--- config.mk ---
export PLATFORM = sky130hd
export DESIGN_NAME = ahp_top
export DESIGN_NICKNAME = d
export VERILOG_FILES = /design/src/shared/ahp_pkg.sv /design/src/rtl/ahp_pipe.sv /design/src/rtl/ahp_top.sv
export SDC_FILE = /design/constraint.sdc
export NUM_CORES = 1
export LEC_CHECK = 0
export BUFFER_PORTS_ARGS = -buffer_cell sky130_fd_sc_hd__buf_4
export CORE_UTILIZATION = 45
export DETAILED_ROUTE_END_ITERATION = 8
export HOLD_SLACK_MARGIN = 0.03
export PLACE_DENSITY = 0.65
export RECOVER_POWER = 25
export SETUP_SLACK_MARGIN = 0.4
export SLEW_MARGIN = 10
export SYNTH_ARGS = -nofsm -noshare
export SYNTH_HDL_FRONTEND = slang
export SYNTH_HIERARCHICAL = 1
export SYNTH_SLANG_ARGS = --single-unit
--- constraint.sdc ---
create_clock -name CORE_CLK_IN -period 24.5 [get_ports CORE_CLK_IN]
set_input_delay 1.225 -clock CORE_CLK_IN [delete_from_list [all_inputs] [get_ports CORE_CLK_IN]]
set_output_delay 1.225 -clock CORE_CLK_IN [all_outputs]
set_load 0.005 [all_outputs]
--- src/shared/ahp_pkg.sv ---
// Constants, field layouts and state codes for the converter host port block.
// Assumes a single core clock; all users import the whole package.
package ahp_pkg;

    // ------------------------------------------------------------------
    // Widths and sizes
    // ------------------------------------------------------------------
    localparam int DATA_W = 12;
    localparam int CR_W = DATA_W - 2;
    localparam int CHAN_N = 4;
    localparam int CHAN_W = 2;
    localparam int PIPE_LATENCY = 7;
    localparam int FIFO_DEPTH_DEF = 16;
    localparam int TRIG_W = 4;
    localparam int REG_ADDR_W = 8;
    localparam int REG_DATA_W = 32;

    // ------------------------------------------------------------------
    // Timing
    // ------------------------------------------------------------------
    localparam int CLK_PERIOD_NS = 8;
    localparam int INT_OSC_PERIOD_NS = 50;
    localparam int OSC_DIV_CYCLES = (INT_OSC_PERIOD_NS + CLK_PERIOD_NS - 1) / CLK_PERIOD_NS;

    // ------------------------------------------------------------------
    // Control register selection on the two top data lines
    // ------------------------------------------------------------------
    localparam logic [1:0] CR_ADDR_0 = 2'h0;
    localparam logic [1:0] CR_ADDR_1 = 2'h1;

    // ------------------------------------------------------------------
    // Control register 0 fields
    // ------------------------------------------------------------------
    localparam int CR0_EXT_REF_BIT = 0;
    localparam int CR0_SINGLE_BIT = 1;
    localparam int CR0_CHAN_LSB = 2;
    localparam int CR0_DIFF_LSB = 6;
    localparam logic [CR_W-1:0] CR0_RESET = 10'h000;

    // ------------------------------------------------------------------
    // Control register 1 fields
    // ------------------------------------------------------------------
    localparam int CR1_STROBE_WO_BIT = 0;
    localparam int CR1_FLAG_HIGH_BIT = 1;
    localparam int CR1_FLAG_PULSE_BIT = 2;
    localparam int CR1_FIFO_RESET_BIT = 3;
    localparam int CR1_TRIG_LSB = 4;
    localparam logic [CR_W-1:0] CR1_RESET = 10'h010;

    // ------------------------------------------------------------------
    // Software register port map
    // ------------------------------------------------------------------
    localparam logic [REG_ADDR_W-1:0] OFS_IRQ_STATUS = 8'h00;
    localparam logic [REG_ADDR_W-1:0] OFS_IRQ_MASK = 8'h04;
    localparam logic [REG_ADDR_W-1:0] OFS_CTRL0 = 8'h08;
    localparam logic [REG_ADDR_W-1:0] OFS_CTRL1 = 8'h0C;
    localparam logic [REG_ADDR_W-1:0] OFS_FIFO_STAT = 8'h10;

    localparam int IRQ_W = 4;
    localparam int IRQ_READY = 0;
    localparam int IRQ_OVERFLOW = 1;
    localparam int IRQ_UNDERFLOW = 2;
    localparam int IRQ_SINGLE_DONE = 3;

    // ------------------------------------------------------------------
    // Single conversion sequencer states
    // ------------------------------------------------------------------
    typedef enum logic [2:0] {
        SC_IDLE = 3'b001,
        SC_CONV = 3'b010,
        SC_FLUSH = 3'b100
    } ahp_sc_e;

endpackage : ahp_pkg

--- src/rtl/ahp_pipe.sv ---
// Conversion pipeline timing model: one slot per stage, advanced by a step.
// Assumes step_in comes from the host port top; inputs synchronous to clk_in.
`timescale 1ns/100ps
`default_nettype none
module ahp_pipe
    import ahp_pkg::*;
#(
    parameter int STAGES = PIPE_LATENCY,
    parameter int WIDTH = DATA_W
) (
    input wire logic clk_in,
    input wire logic rst_n_in,
    input wire logic ce_in,
    input wire logic clear_in,
    input wire logic step_in,
    input wire logic valid_in,
    input wire logic [WIDTH-1:0] data_in,
    output logic stb_out,
    output logic [WIDTH-1:0] data_out
);

    generate
        if (STAGES < 2 || WIDTH < 1) begin : g_bad_param
            $error("ahp_pipe: STAGES must be at least 2");
        end
    endgenerate

    typedef struct packed {
        logic [STAGES-1:0] vld;
        logic [STAGES-1:0][WIDTH-1:0] dat;
        logic stb;
        logic [WIDTH-1:0] out;
    } ahp_pipe_s;

    ahp_pipe_s s_q;
    ahp_pipe_s s_d;

    // ------------------------------------------------------------------
    // Stage shift
    // ------------------------------------------------------------------
    always_comb begin
        s_d = s_q;
        s_d.stb = 1'b0;
        if (clear_in) begin
            s_d.vld = '0;
        end else if (step_in) begin
            // Sample leaves on the step after it reaches the last slot
            s_d.stb = s_q.vld[STAGES-1];
            s_d.out = s_q.dat[STAGES-1];
            for (int i = STAGES - 1; i > 0; i--) begin
                s_d.vld[i] = s_q.vld[i-1];
                s_d.dat[i] = s_q.dat[i-1];
            end
            s_d.vld[0] = valid_in;
            s_d.dat[0] = data_in;
        end
    end

    always_ff @(posedge clk_in or negedge rst_n_in) begin
        if (!rst_n_in) begin
            s_q <= '0;
        end else if (ce_in) begin
            s_q <= s_d;
        end
    end

    assign stb_out = s_q.stb;
    assign data_out = s_q.out;

endmodule : ahp_pipe
`default_nettype wire

--- src/rtl/ahp_top.sv ---
// Host port, conversion control and sample FIFO of a four-input converter.
// Assumes host pins synchronous to CORE_CLK_IN; the analog core supplies codes.
//
// Local design decisions: strobed register access and the placing of the registers.
`timescale 1ns/100ps
`default_nettype none
module ahp_top
    import ahp_pkg::*;
#(
    parameter int FIFO_DEPTH = FIFO_DEPTH_DEF,
    parameter int OSC_DIV = OSC_DIV_CYCLES
) (
    input wire logic CORE_CLK_IN,
    input wire logic RST_B_IN,
    input wire logic CE_IN,
    input wire logic CHIP_SELECT_LOW_N_IN,
    input wire logic CHIP_SELECT_HIGH_IN,
    input wire logic WRITE_PIN_IN,
    input wire logic READ_SELECT_N_IN,
    input wire logic [DATA_W-1:0] DATA_IN,
    output logic [DATA_W-1:0] DATA_OUT,
    output logic DATA_OE_N_OUT,
    input wire logic CONV_PIN_IN,
    output logic SAMPLE_READY_FLAG_OUT,
    input wire logic [DATA_W-1:0] ANALOG_CODE_IN,
    output logic [CHAN_W-1:0] CHANNEL_INDEX_OUT,
    output logic [CHAN_N-1:0] CHANNEL_ENABLE_OUT,
    output logic [CHAN_N/2-1:0] DIFF_PAIR_OUT,
    output logic EXT_REF_SELECT_OUT,
    output logic SINGLE_MODE_OUT,
    output logic SAMPLE_HOLD_OUT,
    output logic CONVERT_STEP_OUT,
    input wire logic [REG_ADDR_W-1:0] REG_ADDR_IN,
    input wire logic [REG_DATA_W-1:0] REG_WDATA_IN,
    input wire logic REG_WR_IN,
    input wire logic REG_RD_IN,
    output logic [REG_DATA_W-1:0] REG_RDATA_OUT,
    output logic IRQ_OUT
);

    localparam int PTR_W = $clog2(FIFO_DEPTH);
    localparam int FILL_W = $clog2(FIFO_DEPTH + 1);
    localparam int OSC_W = $clog2(OSC_DIV + 1);

    generate
        if (FIFO_DEPTH < 2 || (FIFO_DEPTH & (FIFO_DEPTH - 1)) != 0 || OSC_DIV < 1) begin : g_bad_param
            $error("ahp_top: FIFO_DEPTH must be a power of two and OSC_DIV at least 1");
        end
    endgenerate

    typedef struct packed {
        logic [CR_W-1:0] cr0;
        logic [CR_W-1:0] cr1;
        logic cfg_valid;
        logic wr_act;
        logic rd_act;
        logic [DATA_W-1:0] wr_data;
        logic pin_prev;
        logic [CHAN_W-1:0] chan;
        ahp_sc_e sc_state;
        logic [2:0] left;
        logic [OSC_W-1:0] osc;
        logic hold;
        logic pend;
        logic [DATA_W-1:0] pend_data;
        logic [FIFO_DEPTH-1:0][DATA_W-1:0] mem;
        logic [PTR_W-1:0] wr_ptr;
        logic [PTR_W-1:0] rd_ptr;
        logic [FILL_W-1:0] fill;
        logic [DATA_W-1:0] dout;
        logic ready_prev;
        logic flag_pin;
        logic [IRQ_W-1:0] irq_status;
        logic [IRQ_W-1:0] irq_mask;
        logic [REG_DATA_W-1:0] rdata;
    } ahp_top_s;

    ahp_top_s s_q;
    ahp_top_s s_d;
    logic [1:0] rst_sync_q;
    logic rst_n;
    logic sel;
    logic wr_now;
    logic rd_now;
    logic wr_end;
    logic rd_end;
    logic pin_fall;
    logic pin_rise;
    logic single_mode;
    logic [CHAN_N-1:0] chan_en;
    logic osc_tick;
    logic step;
    logic vin;
    logic pipe_clr;
    logic pipe_stb;
    logic [DATA_W-1:0] pipe_data;
    logic push;
    logic [DATA_W-1:0] push_data;
    logic push_ok;
    logic pop_ok;
    logic ready_cond;
    logic active;
    logic [FILL_W-1:0] trig_eff;
    logic [IRQ_W-1:0] irq_set;
    logic [IRQ_W-1:0] irq_clr;

    // ------------------------------------------------------------------
    // Reset release
    // ------------------------------------------------------------------
    always_ff @(posedge CORE_CLK_IN or negedge RST_B_IN) begin
        if (!RST_B_IN) begin
            rst_sync_q <= 2'h0;
        end else begin
            rst_sync_q <= {rst_sync_q[0], 1'b1};
        end
    end
    assign rst_n = rst_sync_q[1];

    // ------------------------------------------------------------------
    // Next enabled channel after the current one
    // ------------------------------------------------------------------
    function automatic logic [CHAN_W-1:0] next_chan(input logic [CHAN_W-1:0] cur, input logic [CHAN_N-1:0] en);
        logic [CHAN_W-1:0] res;
        logic [CHAN_W-1:0] c;
        logic found;
        res = cur;
        found = 1'b0;
        for (int i = 1; i <= CHAN_N; i++) begin
            c = cur + CHAN_W'(i);
            if (!found && en[c]) begin
                res = c;
                found = 1'b1;
            end
        end
        return res;
    endfunction : next_chan

    // ------------------------------------------------------------------
    // Host strobe decode
    // ------------------------------------------------------------------
    assign sel = CHIP_SELECT_HIGH_IN & ~CHIP_SELECT_LOW_N_IN;
    assign wr_now = sel & ~WRITE_PIN_IN;
    assign rd_now = sel & s_q.cfg_valid & ~wr_now & (s_q.cr1[CR1_STROBE_WO_BIT] ? ~READ_SELECT_N_IN
                                                                                : WRITE_PIN_IN);
    assign wr_end = s_q.wr_act & ~wr_now;
    assign rd_end = s_q.rd_act & ~rd_now;
    assign pin_fall = s_q.pin_prev & ~CONV_PIN_IN;
    assign pin_rise = ~s_q.pin_prev & CONV_PIN_IN;
    assign single_mode = s_q.cr0[CR0_SINGLE_BIT];
    assign chan_en = s_q.cr0[CR0_CHAN_LSB +: CHAN_N];
    assign osc_tick = (s_q.osc == OSC_W'(OSC_DIV - 1));
    assign trig_eff = (s_q.cr1[CR1_TRIG_LSB +: TRIG_W] == '0) ? FILL_W'(1)
                                                              : FILL_W'(s_q.cr1[CR1_TRIG_LSB +: TRIG_W]);

    ahp_pipe #(
        .STAGES(PIPE_LATENCY),
        .WIDTH(DATA_W)
    ) u_pipe (
        .clk_in(CORE_CLK_IN),
        .rst_n_in(rst_n),
        .ce_in(CE_IN),
        .clear_in(pipe_clr),
        .step_in(step),
        .valid_in(vin),
        .data_in(ANALOG_CODE_IN),
        .stb_out(pipe_stb),
        .data_out(pipe_data)
    );

    // ------------------------------------------------------------------
    // Next state
    // ------------------------------------------------------------------
    always_comb begin
        s_d = s_q;
        irq_set = '0;
        step = 1'b0;
        vin = 1'b0;
        pipe_clr = 1'b0;
        push = 1'b0;
        push_data = pipe_data;
        push_ok = 1'b0;
        pop_ok = 1'b0;
        s_d.wr_act = wr_now;
        s_d.rd_act = rd_now;
        s_d.pin_prev = CONV_PIN_IN;
        if (wr_now) begin
            s_d.wr_data = DATA_IN;
        end
        if (wr_end) begin
            s_d.cfg_valid = 1'b1;
            case (s_q.wr_data[DATA_W-1 -: 2])
                CR_ADDR_0: begin
                    s_d.cr0 = s_q.wr_data[CR_W-1:0];
                end
                CR_ADDR_1: begin
                    s_d.cr1 = s_q.wr_data[CR_W-1:0];
                    s_d.cr1[CR1_FIFO_RESET_BIT] = 1'b0;
                    pipe_clr = s_q.wr_data[CR1_FIFO_RESET_BIT];
                end
                default: begin
                end
            endcase
        end
        if (!single_mode) begin
            s_d.sc_state = SC_IDLE;
            s_d.hold = 1'b0;
            s_d.osc = '0;
            if (pin_fall && chan_en != '0) begin
                step = 1'b1;
                vin = 1'b1;
                s_d.hold = 1'b1;
                s_d.chan = next_chan(s_q.chan, chan_en);
            end
            if (pipe_stb) begin
                s_d.pend = 1'b1;
                s_d.pend_data = pipe_data;
            end
            if (pin_rise && s_q.pend) begin
                push = 1'b1;
                push_data = s_q.pend_data;
                s_d.pend = pipe_stb;
            end
        end else begin
            s_d.pend = 1'b0;
            push = pipe_stb;
            if (s_q.sc_state != SC_IDLE) begin
                s_d.osc = osc_tick ? '0 : s_q.osc + OSC_W'(1);
            end
            unique case (s_q.sc_state)
                SC_IDLE: begin
                    if (pin_fall && chan_en != '0) begin
                        s_d.hold = 1'b1;
                        s_d.chan = next_chan(CHAN_W'(CHAN_N - 1), chan_en);
                        s_d.left = 3'($countones(chan_en) - 1);
                        s_d.osc = '0;
                        s_d.sc_state = SC_CONV;
                    end
                end
                SC_CONV: begin
                    if (osc_tick) begin
                        step = 1'b1;
                        vin = 1'b1;
                        if (s_q.left == '0) begin
                            s_d.hold = 1'b0;
                            s_d.left = 3'(PIPE_LATENCY - 1);
                            s_d.sc_state = SC_FLUSH;
                        end else begin
                            s_d.left = s_q.left - 3'h1;
                            s_d.chan = next_chan(s_q.chan, chan_en);
                        end
                    end
                end
                SC_FLUSH: begin
                    if (osc_tick) begin
                        step = 1'b1;
                        if (s_q.left == '0) begin
                            s_d.sc_state = SC_IDLE;
                            irq_set[IRQ_SINGLE_DONE] = 1'b1;
                        end else begin
                            s_d.left = s_q.left - 3'h1;
                        end
                    end
                end
            endcase
        end
        // Sample FIFO
        if (push) begin
            if (s_q.fill == FILL_W'(FIFO_DEPTH)) begin
                irq_set[IRQ_OVERFLOW] = 1'b1;
            end else begin
                push_ok = 1'b1;
                s_d.mem[s_q.wr_ptr] = push_data;
                s_d.wr_ptr = s_q.wr_ptr + PTR_W'(1);
            end
        end
        if (rd_end) begin
            if (s_q.fill != '0) begin
                pop_ok = 1'b1;
                s_d.rd_ptr = s_q.rd_ptr + PTR_W'(1);
            end else begin
                irq_set[IRQ_UNDERFLOW] = 1'b1;
            end
        end
        s_d.fill = s_q.fill + FILL_W'(push_ok) - FILL_W'(pop_ok);
        if (!rd_now) begin
            s_d.dout = s_q.mem[s_q.rd_ptr];
        end
        if (pipe_clr) begin
            s_d.wr_ptr = '0;
            s_d.rd_ptr = '0;
            s_d.fill = '0;
            s_d.pend = 1'b0;
        end
        // Ready flag
        ready_cond = (s_q.fill >= trig_eff);
        s_d.ready_prev = ready_cond;
        active = s_q.cr1[CR1_FLAG_PULSE_BIT] ? (ready_cond & ~s_q.ready_prev) : ready_cond;
        s_d.flag_pin = s_q.cr1[CR1_FLAG_HIGH_BIT] ? active : ~active;
        irq_set[IRQ_READY] = ready_cond & ~s_q.ready_prev;
        // Software register port
        irq_clr = '0;
        if (REG_WR_IN && REG_ADDR_IN == OFS_IRQ_STATUS) begin
            irq_clr = REG_WDATA_IN[IRQ_W-1:0];
        end
        if (REG_WR_IN && REG_ADDR_IN == OFS_IRQ_MASK) begin
            s_d.irq_mask = REG_WDATA_IN[IRQ_W-1:0];
        end
        s_d.irq_status = (s_q.irq_status & ~irq_clr) | irq_set;
        s_d.rdata = '0;
        if (REG_RD_IN) begin
            case (REG_ADDR_IN)
                OFS_IRQ_STATUS: s_d.rdata = REG_DATA_W'(s_q.irq_status);
                OFS_IRQ_MASK: s_d.rdata = REG_DATA_W'(s_q.irq_mask);
                OFS_CTRL0: s_d.rdata = REG_DATA_W'(s_q.cr0);
                OFS_CTRL1: s_d.rdata = REG_DATA_W'(s_q.cr1);
                OFS_FIFO_STAT: s_d.rdata = REG_DATA_W'({s_q.cfg_valid, s_q.sc_state != SC_IDLE, s_q.fill});
                default: s_d.rdata = '0;
            endcase
        end
    end

    // ------------------------------------------------------------------
    // State register
    // ------------------------------------------------------------------
    always_ff @(posedge CORE_CLK_IN or negedge rst_n) begin
        if (!rst_n) begin
            s_q <= '0;
            s_q.cr0 <= CR0_RESET;
            s_q.cr1 <= CR1_RESET;
            s_q.sc_state <= SC_IDLE;
            s_q.pin_prev <= 1'b1;
            s_q.flag_pin <= 1'b1;
        end else if (CE_IN) begin
            s_q <= s_d;
        end
    end

    // ------------------------------------------------------------------
    // Outputs
    // ------------------------------------------------------------------
    assign DATA_OUT = s_q.dout;
    assign DATA_OE_N_OUT = ~rd_now;
    assign SAMPLE_READY_FLAG_OUT = s_q.flag_pin;
    assign CHANNEL_INDEX_OUT = s_q.chan;
    assign CHANNEL_ENABLE_OUT = chan_en;
    assign DIFF_PAIR_OUT = s_q.cr0[CR0_DIFF_LSB +: CHAN_N/2];
    assign EXT_REF_SELECT_OUT = s_q.cr0[CR0_EXT_REF_BIT];
    assign SINGLE_MODE_OUT = single_mode;
    assign SAMPLE_HOLD_OUT = s_q.hold;
    assign CONVERT_STEP_OUT = step;
    assign REG_RDATA_OUT = s_q.rdata;
    assign IRQ_OUT = |(s_q.irq_status & s_q.irq_mask);

endmodule : ahp_top
`default_nettype wire

==> metrics.yaml <==
pwr-share-clk_pct: 35.0
cp_num_buf_inv: 1
cp.arrival_ps: 9240
avgViaCountPerCell: 5.40
dr_wl_met2_mm: 17.6
finClkSkew_ps: 25.4
clk_latency_ps: 570
critPathSlowestCell: "clkbuf_1"
nets: 1684
ys_seq_area_share_pct: 54.2
die_h_um: 205
cp_max_fo: 170
syn_area_per_cell_um2: 11.8
area_growth_pct: 11.3
post_cts_buffers: 0
cpPeakStageDelay_ps: 6250
vias: 11700
relSlewSlack_pct: -481
final-hold-violation-count: 0
hold_buffers: 0
netlist_area_um2: 18600
drv_slew: 317
max_freq_ghz: 0.0874
antenna_found_initial: 0
max-cap-violations: 3
grt_setup_unrepaired: "no"
cp-end-kind: "async pin"
setup.worst_path.start_class: "flip-flop"
wl_mm: 37.5
syn_inst: 1582
hp-start: "rst_sync_q[0]$_DFF_PN0_"
final-setup-viol-count: 0
wl_met1_mm: 17.4
wl_per_cell_um: 17.4
core_um2: 40800
setup_tns_ps: 0
initial_core_util_pct: 45.6
first_pass_iters: 5
violations: "max-capacitance violations, max-slew violations"
status: "finished with violations"
power_switching_share_pct: 28.7
ys_types: 77
internal_power_mw: 1.40
startpoint: "rst_sync_q[1]$_DFF_PN0_"
grt_first_pass_wirelength_mm: 62.4
ir_worst_vdd_mv: 0.0604
fin_crit_ps: 11440
drive_above_1_share_pct: 24.9
multi_input_area_um2: 7530
cts_root_buffer: "clkbuf_16"
crit_family: "buffers and inverters"
ys_warn_count: 6
port_buffers: 82
cts_buffer_depth: 3
r2r-start: "rst_sync_q[1]$_DFF_PN0_"
synth-edff-count: 0
seq_power_share_pct: 44.2
seq_area_um2: 10100
async_reset_ff_share_pct: 100
cp.required_ps: 22290
crit_chain: "clkbuf_1"
synth_seq_cells: 403
routed.top_layer: "met4"
grt_pass1_vias: 11800
path_class: "reg2async"
grtUsageTotal_pct: 18.7
power_mw: 1.96
power_switching_mw: 0.564
fin_crit_sh_pct: 46.7
antenna_cells: 0
fillCellCount: 3511
dr.first_iter.drc_count: 621
cts.clk_slew.worst_paths_ps: 60
p_per_area_nw_per_um2: 94.8
grt-ovfl-total: 0
worst_pin_slew_ps: 8720
antenna_left: 0
hold_path.class: "reg2reg"
die_area_um2: 42200
post-route-util_pct: 50.7
hpwl_mm: 23.7
pin_count: 133
grt_max_degree: 171
dr_wl_met3_mm: 1.62
gp_congestion: 0.823
cts-htree-levels: 2
cts_tree: "done"
cts_num_sinks: 403
die_w_um: 205
synth_ff_type: "dfrtp_1"
p_comb_share_pct: 20.8
drc: 0
cts_resized: 0
p_leak_nw: 9.52
num_rows: 74
numCtsBuffers: 46
[final timing paths]
| path | to | slack (ps) | cells after the start |
|---|---|---|---|
| min in group asynchronous | rst_sync_q[0]$_DFF_PN0_ | 440 | 1 |
| max reg2reg | s_q[59]$_DFFE_PN0P_ | 13060 | 1 |
| min reg2reg | rst_sync_q[1]$_DFF_PN0_ | 350 | 0 |
| max | s_q[59]$_DFFE_PN0P_ | 13060 | 1 |
| max in group CORE_CLK_IN | s_q[229]$_DFFE_PN0P_ | 19410 | 3 |
| min | rst_sync_q[1]$_DFF_PN0_ | 350 | 0 |
[placed cells by master, fill, tap and decap left out, types with 5 or more instances in the layout]
| cell | netlist | routed |
|---|---|---|
| nand2b_1 | 6 | 6 |
| o221ai_1 | 12 | 12 |
| nand2_1 | 155 | 155 |
| nand4_1 | 10 | 10 |
| clkbuf_16 | 0 | 47 |
| mux2i_1 | 46 | 45 |
| buf_4 | 66 | 100 |
| a21oi_2 | 16 | 16 |
| a22o_1 | 5 | 5 |
| o21ai_1 | 8 | 8 |
| clkbuf_1 | 50 | 13 |
| dfrtp_1 | 399 | 397 |
| a31oi_1 | 5 | 5 |
| o21ai_0 | 124 | 124 |
| nor2_4 | 6 | 6 |
| clkinv_2 | 0 | 7 |
| nor2b_1 | 16 | 16 |
| a22oi_1 | 8 | 8 |
| and2_1 | 6 | 6 |
| a221o_1 | 6 | 6 |
| inv_1 | 28 | 28 |
| o2bb2ai_1 | 11 | 11 |
| nor3_1 | 6 | 6 |
| nand3_1 | 26 | 26 |
| conb_1 | 2 | 23 |
| mux4_2 | 48 | 48 |
| nor2_1 | 120 | 120 |
| clkbuf_8 | 0 | 14 |
| mux2_4 | 40 | 40 |
| ha_1 | 19 | 19 |
| a21oi_1 | 101 | 101 |
| mux2_2 | 97 | 97 |
[cells in the mapped netlist (6+ instances only)]
master,count,area (um2)
a21oi_1,101,505
a21oi_2,16,140
a221o_1,6,60.1
a22oi_1,8,60.1
and2_1,6,37.5
buf_2,38,190
buf_4,66,495
buf_6,8,90.1
clkbuf_1,50,188
dfrtp_1,399,9980
ha_1,19,238
inv_1,28,105
mux2_2,97,1090
mux2_4,40,601
mux2i_1,46,460
mux4_2,48,1080
nand2_1,155,582
nand2b_1,6,37.5
nand3_1,26,130
nand4_1,10,62.6
nor2_1,120,450
nor2_4,6,67.6
nor2b_1,16,100
nor3_1,6,30.0
o21ai_0,124,621
o21ai_1,8,40.0
o221ai_1,12,105
o2bb2ai_1,11,96.3
[layout make-up]
| cell class | instances | area share (%) |
|---|---|---|
| timing repair buffer | 105 | 3.71 |
| inverter | 29 | 0.525 |
| sequential | 403 | 48.7 |
| clock buffer | 69 | 6.75 |
| multi-input combinational | 1004 | 36.4 |
| clock inverter | 16 | 0.731 |
| tap | 532 | 3.21 |
[registers in the layout (all words and copies together) (netlist names)]
name,count
CHANNEL_ENABLE_OUT,4
CHANNEL_INDEX_OUT,2
DATA_OUT,12
DIFF_PAIR_OUT,2
EXT_REF_SELECT_OUT,1
REG_RDATA_OUT,10
SAMPLE_HOLD_OUT,1
SAMPLE_READY_FLAG_OUT,1
SINGLE_MODE_OUT,1
rst_sync_q,2
s_q,263
u_pipe/data_out,12
u_pipe/s_q,91
u_pipe/stb_out,1
[power groups by stage]
stage	Clock, mW	Combinational (mW)	Sequential (mW)
final	0.686	0.409	0.868
after CTS	0.705	0.413	0.869
after detailed placement	0	0.411	0.881
after global placement	0	0.402	0.875
after floorplan	0	0.352	0.838
after global routing	0.729	0.454	0.885
[kinds of logic after synthesis]
logic type / after synthesis / share of synthesized area, %
xor gates and xnor gates: 7 / 0.329
and+or+nand+nor: 386 / 9.70
muxes: 231 / 17.4
AOI/OAI and AO/OA: 336 / 11.0
other: 2 / 0.0403
buffers and inverters: 196 / 5.86
DFF: 403 / 54.2
adders and majority gates: 21 / 1.49
[through the flow]
stage	cell area (um2)	cells	hold WS [ps]	setup WS, ps
2_1_floorplan	18700	1603	331	12440
3_3_place_gp	19200	2073	339	19870
3_5_place_dp	19200	2073	335	19810
4_1_cts	20800	2158	347	20310
5_1_grt	20700	2158	355	10350
6_report	20700	2158	346	13060
[layer usage]
layer | vias up | track usage (%)
met2 | 257 | 29.3
met1 | 5785 | 26.4
met5 | - | 0
met4 | 0 | 6.96
li1 | 5550 | -
met3 | 63 | 2.74
(Power assumes the default switching activity.)
